--- src/inc/nand_ctl_params.svh ---
// nand_ctl_params.svh: register map, command codes and timing for the nand flash controller
`ifndef NAND_CTL_PARAMS_SVH
`define NAND_CTL_PARAMS_SVH
// axi4-lite register byte offsets
`define REG_CMD      8'h00
`define REG_ADDR     8'h04
`define REG_TGT      8'h08
`define REG_DATA     8'h0c
`define REG_STATUS   8'h10
`define REG_CFG      8'h14
`define RESP_OKAY    2'b00
`define RESP_SLVERR  2'b10
// software operation codes in cmd[3:0]; wdata and rdata are internal only
`define OP_READ      4'h0
`define OP_PROG      4'h1
`define OP_CONF      4'h2
`define OP_COPY      4'h3
`define OP_ERASE     4'h4
`define OP_STATUS    4'h5
`define OP_DESEL     4'h6
`define OP_WDATA     4'h7
`define OP_RDATA     4'h8
// flash command bytes
`define CMD_PTR_A    8'h00
`define CMD_PTR_B    8'h01
`define CMD_PTR_C    8'h50
`define CMD_PROG     8'h80
`define CMD_CONF     8'h10
`define CMD_ERASE    8'h60
`define CMD_ECONF    8'hd0
`define CMD_COPY     8'h8a
`define CMD_STATUS   8'h70
// area selection in cmd[5:4]
`define AREA_A       2'h0
`define AREA_B       2'h1
`define PART_LIMIT   2'h3
// timing, in ns, and derived cycle counts (rounded up)
`define CLK_NS       10
`define TWE_NS       30
`define TWB_NS       100
`define TREA_NS      30
`define TDESEL_NS    100
`define TWE_CYC      ((`TWE_NS + `CLK_NS - 1) / `CLK_NS)
`define TWB_CYC      ((`TWB_NS + `CLK_NS - 1) / `CLK_NS)
`define TREA_CYC     ((`TREA_NS + `CLK_NS - 1) / `CLK_NS)
`define TDESEL_CYC   ((`TDESEL_NS + `CLK_NS - 1) / `CLK_NS)
`define SYNC_CYC     2
`endif

--- src/inc/nand_ctl_pkg.sv ---
// nand_ctl_pkg.sv: types shared by the nand flash controller
package nand_ctl_pkg;
    typedef enum logic [3:0] {K_CMD, K_ADDR, K_DATA, K_WAIT, K_RDY, K_READ, K_STAT, K_DESEL, K_END} kind_type;
    typedef enum logic [3:0] {S_IDLE, S_NEXT, S_WLO, S_WHI, S_WB, S_BUSY, S_RLO, S_RHI, S_DESEL} state_type;
    typedef struct packed {
        kind_type   kind;
        logic [7:0] val;
    } step_type;
    typedef struct packed {
        logic        ce_n;
        logic        cle;
        logic        ale;
        logic        we_n;
        logic        re_n;
        logic        wp_n;
        logic        io_oe_n;
        logic [15:0] io;
    } nand_out_type;
endpackage : nand_ctl_pkg

--- src/verilog/nand_ctl.sv ---
// nand_ctl.sv: axi4-lite driven host controller for a small-page nand flash
// Behaviour
// - pointer command precedes program setup
// - four address cycles follow read pointer
// - deselect ends sequential row read
// - at most three partial programs per page
// - setup, four addresses, data, confirm
// - copy back reads source page first
// - second cycle, target, matching top bit
// - no partial program after copy back
// - erase uses three row address cycles
//
// The register offsets and register access over AXI4-Lite were chosen for this implementation.
`timescale 1ns/1ps
`include "nand_ctl_params.svh"
module nand_ctl (
    // clock and reset
    input  wire logic                       i_clock,
    input  wire logic                       i_nrst,
    // axi4-lite slave
    input  wire logic [7:0]                 i_awaddr,
    input  wire logic                       i_awvalid,
    output logic                            o_awready,
    input  wire logic [31:0]                i_wdata,
    input  wire logic [3:0]                 i_wstrb,
    input  wire logic                       i_wvalid,
    output logic                            o_wready,
    output logic [1:0]                      o_bresp,
    output logic                            o_bvalid,
    input  wire logic                       i_bready,
    input  wire logic [7:0]                 i_araddr,
    input  wire logic                       i_arvalid,
    output logic                            o_arready,
    output logic [31:0]                     o_rdata,
    output logic [1:0]                      o_rresp,
    output logic                            o_rvalid,
    input  wire logic                       i_rready,
    // flash pins
    output nand_ctl_pkg::nand_out_type      o_nand,
    input  wire logic [15:0]                i_io,
    input  wire logic                       i_rb_n
);
    import nand_ctl_pkg::*;

    logic                rst_s1_ff;
    logic                rst_n_ff;
    logic                rb_s1_ff;
    logic                rb_ff;
    logic [15:0]         io_s1_ff;
    logic [15:0]         io_ff;
    logic                awready_ff;
    logic                bvalid_ff;
    logic [1:0]          bresp_ff;
    logic                arready_ff;
    logic                rvalid_ff;
    logic                rd_pend_ff;
    logic [1:0]          rresp_ff;
    logic [31:0]         rdata_ff;
    logic [25:0]         addr_ff;
    logic [25:0]         tgt_ff;
    logic [15:0]         wdat_ff;
    logic                x16_ff;
    logic                wp_rel_ff;
    logic [1:0]          area_ff;
    logic                refused_ff;
    logic [16:0]         page_ff;
    logic [1:0]          pcnt_ff;
    state_type           state_ff;
    logic [3:0]          op_ff;
    logic [3:0]          step_ff;
    logic [7:0]          tmr_ff;
    nand_out_type        nand_ff;
    logic [15:0]         rdat_ff;
    logic [7:0]          stat_ff;

    // row and column bytes of one 26-bit flash address, in issue order
    function automatic logic [7:0] addr_byte(input logic [25:0] a, input logic [1:0] idx);
        unique case (idx)
            2'd0: addr_byte = a[7:0];
            2'd1: addr_byte = a[16:9];
            2'd2: addr_byte = a[24:17];
            2'd3: addr_byte = {7'h00, a[25]};
        endcase
    endfunction : addr_byte

    // bus cycle sequence of each operation; step st of operation op
    // conventional command codes
    function automatic step_type step_of(input logic [3:0] op, input logic [3:0] st, input logic [7:0] ptr,
                                         input logic [25:0] a, input logic [25:0] t);
        step_type s;
        s = '{kind: K_END, val: 8'h00};
        unique case (op)
            `OP_READ: begin
                if (st == 4'd0) s = '{K_CMD, ptr};
                else if (st <= 4'd4) s = '{K_ADDR, addr_byte(a, 2'(st - 4'd1))};
                else if (st == 4'd5) s = '{K_WAIT, 8'h00};
            end
            `OP_PROG: begin
                if (st == 4'd0) s = '{K_CMD, ptr};
                else if (st == 4'd1) s = '{K_CMD, `CMD_PROG};
                else if (st <= 4'd5) s = '{K_ADDR, addr_byte(a, 2'(st - 4'd2))};
            end
            `OP_CONF: begin
                if (st == 4'd0) s = '{K_CMD, `CMD_CONF};
                else if (st == 4'd1) s = '{K_WAIT, 8'h00};
                else if (st == 4'd2) s = '{K_CMD, `CMD_STATUS};
                else if (st == 4'd3) s = '{K_STAT, 8'h00};
            end
            `OP_COPY: begin
                if (st == 4'd0) s = '{K_CMD, `CMD_PTR_A};
                else if (st <= 4'd4) s = '{K_ADDR, addr_byte(a, 2'(st - 4'd1))};
                else if (st == 4'd5) s = '{K_WAIT, 8'h00};
                else if (st == 4'd6) s = '{K_CMD, `CMD_COPY};
                else if (st <= 4'd10) s = '{K_ADDR, addr_byte(t, 2'(st - 4'd7))};
                else if (st == 4'd11) s = '{K_WAIT, 8'h00};
                else if (st == 4'd12) s = '{K_CMD, `CMD_STATUS};
                else if (st == 4'd13) s = '{K_STAT, 8'h00};
            end
            // three row cycles, last one only top bit
            `OP_ERASE: begin
                if (st == 4'd0) s = '{K_CMD, `CMD_ERASE};
                else if (st <= 4'd3) s = '{K_ADDR, addr_byte(a, st[1:0])};
                else if (st == 4'd4) s = '{K_CMD, `CMD_ECONF};
                else if (st == 4'd5) s = '{K_WAIT, 8'h00};
                else if (st == 4'd6) s = '{K_CMD, `CMD_STATUS};
                else if (st == 4'd7) s = '{K_STAT, 8'h00};
            end
            `OP_STATUS: begin
                if (st == 4'd0) s = '{K_CMD, `CMD_STATUS};
                else if (st == 4'd1) s = '{K_STAT, 8'h00};
            end
            `OP_DESEL: begin
                if (st == 4'd0) s = '{K_DESEL, 8'h00};
            end
            `OP_WDATA: begin
                if (st == 4'd0) s = '{K_DATA, 8'h00};
            end
            // wait for next page load before each strobe
            `OP_RDATA: begin
                if (st == 4'd0) s = '{K_RDY, 8'h00};
                else if (st == 4'd1) s = '{K_READ, 8'h00};
            end
            default: s = '{K_END, 8'h00};
        endcase
        return s;
    endfunction : step_of

    // reset release and pin synchronisers
    always_ff @(posedge i_clock or negedge i_nrst) begin
        if (!i_nrst) begin
            rst_s1_ff <= 1'b0;
            rst_n_ff  <= 1'b0;
        end else begin
            rst_s1_ff <= 1'b1;
            rst_n_ff  <= rst_s1_ff;
        end
    end

    always_ff @(posedge i_clock or negedge rst_n_ff) begin
        if (!rst_n_ff) begin
            rb_s1_ff <= 1'b0;
            rb_ff    <= 1'b0;
            io_s1_ff <= 16'h0000;
            io_ff    <= 16'h0000;
        end else begin
            rb_s1_ff <= i_rb_n;
            rb_ff    <= rb_s1_ff;
            io_s1_ff <= i_io;
            io_ff    <= io_s1_ff;
        end
    end

    // decode and selection
    wire        eng_idle = state_ff == S_IDLE;
    wire        wr_go    = i_awvalid && i_wvalid && !awready_ff && !bvalid_ff && !arready_ff && !rd_pend_ff
                           && eng_idle;
    wire        rd_go    = i_arvalid && !arready_ff && !rvalid_ff && !rd_pend_ff && !awready_ff && !wr_go
                           && eng_idle;
    wire        wr_take  = awready_ff;
    wire        rd_take  = arready_ff;
    wire [3:0]  w_op     = i_wdata[3:0];
    wire        cmd_wr   = wr_take && i_awaddr == `REG_CMD;
    wire        data_wr  = wr_take && i_awaddr == `REG_DATA;
    wire        data_rd  = rd_take && i_araddr == `REG_DATA;
    wire        same_pg  = addr_ff[25:9] == page_ff;
    // no program or erase while protected
    wire        wp_block = (w_op == `OP_PROG || w_op == `OP_CONF || w_op == `OP_COPY || w_op == `OP_ERASE)
                           && !wp_rel_ff;
    // top bit of source and target must agree
    wire        top_bad  = w_op == `OP_COPY && addr_ff[25] != tgt_ff[25];
    // fourth partial program of a page refused
    wire        part_bad = w_op == `OP_PROG && same_pg && pcnt_ff == `PART_LIMIT;
    // undefined operations never reach the pins
    wire        refuse   = wp_block || top_bad || part_bad || w_op > `OP_DESEL;
    wire        launch   = (cmd_wr && !refuse) || data_wr || data_rd;
    wire [3:0]  launch_op = data_wr ? `OP_WDATA : (data_rd ? `OP_RDATA : w_op);
    // pointer byte picks column bit eight and area
    wire [7:0]  ptr_cmd  = area_ff == `AREA_A ? `CMD_PTR_A :
                           (area_ff == `AREA_B ? (x16_ff ? `CMD_PTR_A : `CMD_PTR_B) : `CMD_PTR_C);
    // spare start column keeps only low bits
    wire [7:0]  col      = area_ff[1] ? (x16_ff ? {5'h00, addr_ff[2:0]} : {4'h0, addr_ff[3:0]}) : addr_ff[7:0];
    wire [25:0] eff_addr = {addr_ff[25:8], col};
    step_type   cur;
    assign cur = step_of(op_ff, step_ff, ptr_cmd, eff_addr, tgt_ff);
    wire        tmr_done = tmr_ff == 8'h00;
    // the row read stream keeps chip enable low
    wire        keep_ce  = op_ff == `OP_READ || op_ff == `OP_PROG || op_ff == `OP_WDATA || op_ff == `OP_RDATA;
    wire        eng_end  = state_ff == S_NEXT && cur.kind == K_END;
    wire        map_hit  = i_araddr == `REG_ADDR || i_araddr == `REG_TGT || i_araddr == `REG_STATUS
                           || i_araddr == `REG_CFG || i_araddr == `REG_CMD;
    wire        wmap_hit = i_awaddr == `REG_CMD || i_awaddr == `REG_ADDR || i_awaddr == `REG_TGT
                           || i_awaddr == `REG_DATA || i_awaddr == `REG_CFG;
    // idle and failure bits shown from the captured status byte
    wire [31:0] stat_word = {14'h0000, pcnt_ff, stat_ff, 5'h00, rb_ff, refused_ff, !eng_idle};
    wire [31:0] rmux     = i_araddr == `REG_ADDR ? {6'h00, addr_ff} :
                           i_araddr == `REG_TGT ? {6'h00, tgt_ff} :
                           i_araddr == `REG_STATUS ? stat_word :
                           i_araddr == `REG_CFG ? {30'h00000000, wp_rel_ff, x16_ff} : 32'h00000000;

    // axi4-lite handshakes
    always_ff @(posedge i_clock or negedge rst_n_ff) begin
        if (!rst_n_ff) begin
            awready_ff <= 1'b0;
            bvalid_ff  <= 1'b0;
            bresp_ff   <= `RESP_OKAY;
            arready_ff <= 1'b0;
            rvalid_ff  <= 1'b0;
            rd_pend_ff <= 1'b0;
            rresp_ff   <= `RESP_OKAY;
            rdata_ff   <= 32'h00000000;
        end else begin
            awready_ff <= wr_go;
            arready_ff <= rd_go;
            if (wr_take) begin
                bvalid_ff <= 1'b1;
                bresp_ff  <= wmap_hit ? `RESP_OKAY : `RESP_SLVERR;
            end else if (bvalid_ff && i_bready) begin
                bvalid_ff <= 1'b0;
            end
            if (data_rd) begin
                rd_pend_ff <= 1'b1;
            end else if (rd_take) begin
                rvalid_ff <= 1'b1;
                rdata_ff  <= rmux;
                rresp_ff  <= map_hit ? `RESP_OKAY : `RESP_SLVERR;
            end else if (rd_pend_ff && eng_end) begin
                rd_pend_ff <= 1'b0;
                rvalid_ff  <= 1'b1;
                rdata_ff   <= {16'h0000, rdat_ff};
                rresp_ff   <= `RESP_OKAY;
            end else if (rvalid_ff && i_rready) begin
                rvalid_ff <= 1'b0;
            end
        end
    end

    // software registers and partial program bookkeeping
    always_ff @(posedge i_clock or negedge rst_n_ff) begin
        if (!rst_n_ff) begin
            addr_ff    <= 26'h0000000;
            tgt_ff     <= 26'h0000000;
            wdat_ff    <= 16'h0000;
            x16_ff     <= 1'b0;
            wp_rel_ff  <= 1'b0;
            area_ff    <= `AREA_A;
            refused_ff <= 1'b0;
            page_ff    <= 17'h00000;
            pcnt_ff    <= 2'h0;
        end else begin
            if (wr_take && i_awaddr == `REG_ADDR) addr_ff <= i_wdata[25:0];
            if (wr_take && i_awaddr == `REG_TGT) tgt_ff <= i_wdata[25:0];
            if (wr_take && i_awaddr == `REG_CFG) {wp_rel_ff, x16_ff} <= i_wdata[1:0];
            if (data_wr) wdat_ff <= i_wdata[15:0];
            if (cmd_wr) refused_ff <= refuse;
            // area is given afresh with every accepted command write, so B never lingers
            if (cmd_wr && !refuse) area_ff <= i_wdata[5:4];
            if (cmd_wr && !refuse && w_op == `OP_PROG) begin
                page_ff <= addr_ff[25:9];
                pcnt_ff <= same_pg ? pcnt_ff + 2'h1 : 2'h1;
            end
            // copy back target takes no further partial program
            if (cmd_wr && !refuse && w_op == `OP_COPY) begin
                page_ff <= tgt_ff[25:9];
                pcnt_ff <= `PART_LIMIT;
            end
            // erase of the tracked block frees its page
            if (cmd_wr && !refuse && w_op == `OP_ERASE && page_ff[16:5] == addr_ff[25:14]) pcnt_ff <= 2'h0;
        end
    end

    // flash bus cycle engine
    always_ff @(posedge i_clock or negedge rst_n_ff) begin
        if (!rst_n_ff) begin
            state_ff <= S_IDLE;
            op_ff    <= `OP_STATUS;
            step_ff  <= 4'h0;
            tmr_ff   <= 8'h00;
            nand_ff  <= '{ce_n: 1'b1, cle: 1'b0, ale: 1'b0, we_n: 1'b1, re_n: 1'b1, wp_n: 1'b0,
                          io_oe_n: 1'b1, io: 16'h0000};
            rdat_ff  <= 16'h0000;
            stat_ff  <= 8'h00;
        end else begin
            nand_ff.wp_n <= wp_rel_ff;
            if (!tmr_done) tmr_ff <= tmr_ff - 8'h01;
            unique case (state_ff)
                S_IDLE: if (launch) begin
                    op_ff        <= launch_op;
                    step_ff      <= 4'h0;
                    nand_ff.ce_n <= 1'b0;
                    state_ff     <= S_NEXT;
                end
                S_NEXT: unique case (cur.kind)
                    K_CMD, K_ADDR, K_DATA: begin
                        nand_ff.cle     <= cur.kind == K_CMD;
                        nand_ff.ale     <= cur.kind == K_ADDR;
                        nand_ff.we_n    <= 1'b0;
                        nand_ff.io_oe_n <= 1'b0;
                        nand_ff.io      <= cur.kind == K_DATA ? wdat_ff : {8'h00, cur.val};
                        tmr_ff          <= 8'(`TWE_CYC);
                        state_ff        <= S_WLO;
                    end
                    // nothing is issued until busy clears
                    K_WAIT: begin
                        tmr_ff   <= 8'(`TWB_CYC);
                        state_ff <= S_WB;
                    end
                    K_RDY: state_ff <= S_BUSY;
                    K_READ, K_STAT: begin
                        nand_ff.re_n <= 1'b0;
                        tmr_ff       <= 8'(`TREA_CYC + `SYNC_CYC);
                        state_ff     <= S_RLO;
                    end
                    // chip enable high past the deselect hold time
                    K_DESEL: begin
                        nand_ff.ce_n <= 1'b1;
                        tmr_ff       <= 8'(`TDESEL_CYC);
                        state_ff     <= S_DESEL;
                    end
                    K_END: begin
                        nand_ff.ce_n <= !keep_ce;
                        state_ff     <= S_IDLE;
                    end
                endcase
                S_WLO: if (tmr_done) begin
                    nand_ff.we_n <= 1'b1;
                    tmr_ff       <= 8'(`TWE_CYC);
                    state_ff     <= S_WHI;
                end
                S_WHI: if (tmr_done) begin
                    nand_ff.cle     <= 1'b0;
                    nand_ff.ale     <= 1'b0;
                    nand_ff.io_oe_n <= 1'b1;
                    step_ff         <= step_ff + 4'h1;
                    state_ff        <= S_NEXT;
                end
                S_WB: if (tmr_done) state_ff <= S_BUSY;
                S_BUSY: if (rb_ff) begin
                    step_ff  <= step_ff + 4'h1;
                    state_ff <= S_NEXT;
                end
                // status byte captured after each program or erase
                S_RLO: if (tmr_done) begin
                    if (cur.kind == K_STAT) stat_ff <= io_ff[7:0];
                    else rdat_ff <= x16_ff ? io_ff : {8'h00, io_ff[7:0]};
                    nand_ff.re_n <= 1'b1;
                    tmr_ff       <= 8'(`TWE_CYC);
                    state_ff     <= S_RHI;
                end
                S_RHI, S_DESEL: if (tmr_done) begin
                    step_ff  <= step_ff + 4'h1;
                    state_ff <= S_NEXT;
                end
            endcase
        end
    end

    assign o_awready = awready_ff;
    assign o_wready  = awready_ff;
    assign o_bvalid  = bvalid_ff;
    assign o_bresp   = bresp_ff;
    assign o_arready = arready_ff;
    assign o_rvalid  = rvalid_ff;
    assign o_rresp   = rresp_ff;
    assign o_rdata   = rdata_ff;
    assign o_nand    = nand_ff;
endmodule : nand_ctl

--- config.mk ---
export PLATFORM = sky130hd
export DESIGN_NAME = nand_ctl
export DESIGN_NICKNAME = d
export VERILOG_FILES = /design/src/inc/nand_ctl_pkg.sv /design/src/verilog/nand_ctl.sv
export VERILOG_INCLUDE_DIRS = /design/src /design/src/inc
export SDC_FILE = /design/constraint.sdc
export NUM_CORES = 1
export LEC_CHECK = 0
export BUFFER_PORTS_ARGS = -buffer_cell sky130_fd_sc_hd__clkbuf_2
export CAP_MARGIN = 20
export CELL_PAD_IN_SITES_DETAIL_PLACEMENT = 1
export CELL_PAD_IN_SITES_GLOBAL_PLACEMENT = 1
export CORE_MARGIN = 1.5
export CORE_UTILIZATION = 51
export CTS_BUF_LIST = sky130_fd_sc_hd__clkbuf_8
export CTS_CLUSTER_SIZE = 28
export DETAILED_ROUTE_END_ITERATION = 12
export PLACE_DENSITY_LB_ADDON = 0.25
export SETUP_SLACK_MARGIN = 0.4
export SYNTH_ARGS = -nofsm -noshare
export SYNTH_HDL_FRONTEND = slang
export SYNTH_SLANG_ARGS = --single-unit
--- constraint.sdc ---
create_clock -name i_clock -period 16.5 [get_ports i_clock]
set_input_delay 3.3 -clock i_clock [delete_from_list [all_inputs] [get_ports i_clock]]
set_output_delay 3.3 -clock i_clock [all_outputs]
set_load 0.03 [all_outputs]
==> summary.txt <==
Timing
  – Slew Viols, Final: 0
  – RSZ-0062 raised after global routing: no
  – Fin. Hold Viols: 0
  – Slew HR: 0.2204
  – Minimum clock period: 5446 ps
  – Final WS setup: 11050 ps
  – Tcrit/Tclk final: 0.3301
  – Worst slew pin tran: 1169 ps
  – Clock skew: roughly 25 ps
  – Setup violators final: 0
  – Setup_tns: 0 ps
  – Fmax: 183.6 MHz

Synthesis
  – Syn_area_per_cell: 10.32 um2
  – Ys async rst share: 1.000
  – Mapped Area: 11600 um2
  – Sequential area share after synthesis: 0.4927
  – Post-synth EDFFs: 0
  – Synth unique cells: 73
  – Cells after synthesis: 1124
  – FF+latch count, synth: roughly 230
  – Synth Flop Type: dfrtp_1
  – Ys Warns: 0

Die
  – Die Width: approximately 150 um
  – # IOs: 140
  – Die Area: approximately 24000 um2
  – Die Ht: 153.8 um
  – Row count: 54
  – Starting Density: 0.5249
  – Core area: 22090 um2

Detailed routing
  – DR DRC count: 0
  – Vias: 9672
  – First-pass DRT Iterations: 6
  – DR iter-0 viols: around 770
  – Post-DR vias/cell: 6.346
  – Routed wire length: 37.25 mm
  – Final ANT Viol Nets: 0
  – Post-DR wirelength/cell: 24.44 um

Final layout
  – Most frequent cells in the layout: dfrtp_1 (221), clkbuf_2 (121), nand2_1 (108)
  – Filler Cell Count: ~2.5k
  – Share of cells above drive strength 1: 0.2500
  – Nets@finish: 1301
  – Post-Route Utilization: 0.5963
  – N_diodes: 0
  – Storage element area: around 5700 um2
  – Synth-to-layout area growth: 13.61%
  – Final instance area: 13170 um2
  – Multi-input gate area: 5354 um2
  – Most common cell after layout, fill and taps aside: dfrtp_1

CTS
  – Post-CTS sizing: 0
  – Max Root-Sink Buffers: 3
  – CTS clk-pin slew, worst paths: roughly 60 ps
  – Cts bufs inserted: 40
  – # hold bufs at CTS: 0
  – Htree depth: 2
  – Post-CTS Setup Bufs: 0
  – Clk sinks: 228
  – Root buf cell: clkbuf_8
  – CTS tree: yes
  – Skew-Pair Late Insertion Delay: 570 ps

Worst hold path
  – Worst hold path depth: 0
  – WHS Endpoint: io_ff[6]$_DFF_PN0_
  – Hold/Removal Path Class: register to register
  – Worst Hold Launch: io_s1_ff[6]$_DFF_PN0_

Power and ir drop
  – PD cells: 132.8 nW/um2
  – Peak supply drop: 84.29 uV
  – Leak: about 6.2 nW

Critical path
  – Crit-path max FO: 16
  – Startpoint Class: input port
  – Origin of the critical flop-to-flop path: step_ff[1]$_DFFE_PN0P_
  – Kind of critical path: input port to register
  – R2R cell count: 9
  – Flop-to-flop setup slack: roughly 12000 ps
  – FF-to-FF End: o_rdata[25]$_DFFE_PN0P_
  – CP Data Arrival Time: around 5900 ps
  – CP endpoint kind: register
  – WP data required: 16970 ps

Placed design
  – Port buffer count: 121
  – Placed cell area: 12310 um2
  – Place WS: slightly above 10000 ps
  – DP Wirelength: 25.33 mm
  – Final GP Congestion: 0.8984

GRT
  – Global route overflow: 0
  – Largest net degree at the start of global routing: 176
  – Number of global-route vias before repair: 10.13k
  – Gr usage total: 0.3202
  – First-pass GRT wire length: 58.68 mm
  – Initial antenna violation count: 0

Run status
  – Status: finished, final reports clean

Flow run
  – Max-Cap Viols: 0
[sequential cells by signal, indices dropped and copies added, names as in the netlist, 2 cells and up]
| name | count |
|---|---|
| area_ff | 2 |
| addr_ff | 26 |
| io_ff | 16 |
| tgt_ff | 26 |
| wdat_ff | 16 |
| io_s1_ff | 16 |
| rdat_ff | 16 |
| tmr_ff | 8 |
| op_ff | 4 |
| step_ff | 4 |
| state_ff | 4 |
| o_rdata | 26 |
| page_ff | 17 |
| o_nand | 23 |
| pcnt_ff | 2 |
| stat_ff | 8 |
[worst max path at each step]
stage                        from                endpoint  cells past startpoint
6_report              i_awaddr[5]    op_ff[0]$_DFFE_PN1P_                      9
5_1_grt               i_awaddr[5]    op_ff[0]$_DFFE_PN1P_                      9
4_1_cts               i_awaddr[5]    op_ff[0]$_DFFE_PN1P_                      8
3_5_place_dp          i_awaddr[5]    op_ff[0]$_DFFE_PN1P_                      8
3_3_place_gp          i_awaddr[5]    op_ff[0]$_DFFE_PN1P_                      7
2_1_floorplan  rst_n_ff$_DFF_PN0_  addr_ff[0]$_DFFE_PN0P_                      0
[synthesized netlist by cell type (6+ instances only)]
cell       instances  area (um2)
a21oi_1           66       330.3
nor2b_1           15       93.84
mux2_2            92        1036
mux2i_1           54       540.5
ha_1              11       137.6
nor3b_1            7       52.55
a22oi_1           36       270.3
o211ai_1           8       60.06
dfstp_2            6       157.7
a21o_1             6       45.04
nand2_1          108       405.4
nand3_1           16       80.08
buf_1              7       26.28
o21ai_0           75       375.4
and2_1             6       37.54
nand4_1            8       50.05
buf_2              8       40.04
clkbuf_1          70       262.8
buf_4             10       75.07
nand2b_1          12       75.07
a211oi_1          11       82.58
o2bb2ai_1         11       96.34
nor3_1            23       115.1
o31ai_1            7       52.55
or3_1              8       50.05
nor2_1            39       146.4
dfrtp_1          222        5555
inv_1             42       157.7
a221oi_1          19       166.4
xnor2_1           19       166.4
[stage by stage]
| step | total power [mW] | hold slack [ps] | std cells |
|---|---|---|---|
| finish | 1.749 | 347.6 | 1524 |
| global route | 1.837 | 353.1 | 1524 |
| CTS | 1.749 | 349.4 | 1522 |
| detailed placement | 1.220 | 338.1 | 1450 |
| global placement | 1.203 | 332.7 | 1449 |
| floorplan | 1.055 | 331.2 | 1131 |
[area by class of cell]
cell class | instances | area share
sequential | 228 | 0.4339
multi-input combinational | 764 | 0.4064
timing repair buffer | 138 | 0.05945
clock buffer | 52 | 0.05433
tap | 280 | 0.02659
inverter | 42 | 0.01197
clock inverter | 20 | 0.007313
[worst max-delay path, stage by stage]
cell      delay, ps
clkbuf_2         80
or4b_2          690
nor2_1          250
and4_1          600
buf_16          220
o31ai_1         120
buf_2           250
a211oi_1        300
a21oi_1          90
[power by group]
part / switching [mW] / internal [mW] / leakage, nW
combinational: 0.374 / 0.174 / 2.72
clock: 0.241 / 0.284 / 0.477
sequential: 0.0641 / 0.612 / 2.97
[kinds of logic (layout without fill, tap and decap cells)]
logic type                 Yosys count  count (layout)  synth area share
buffers and inverters              139             252           0.05039
AOI/OAI and AO/OA                  291             291            0.1658
xor gates and xnor gates            24              24           0.01813
and+or+nand+nor                    283             283            0.1245
muxes                              146             146            0.1360
other                                2               9         0.0006476
adders and majority gates           11              11           0.01187
DFF                                228             228            0.4927
[routing by layer]
| layer | share of wire | routed length [um] | vias up | global-route usage |
|---|---|---|---|---|
| li1 | - | - | 4237 | - |
| met1 | 0.42 | 15550 | 4991 | 0.4259 |
| met2 | 0.49 | 18340 | 351 | 0.5294 |
| met3 | 0.054 | 2027 | 93 | 0.04425 |
| met4 | 0.036 | 1333 | 0 | 0.1336 |
| met5 | 0 | 0 | - | 0 |
No activity file was read; power rests on OpenSTA's default activity.
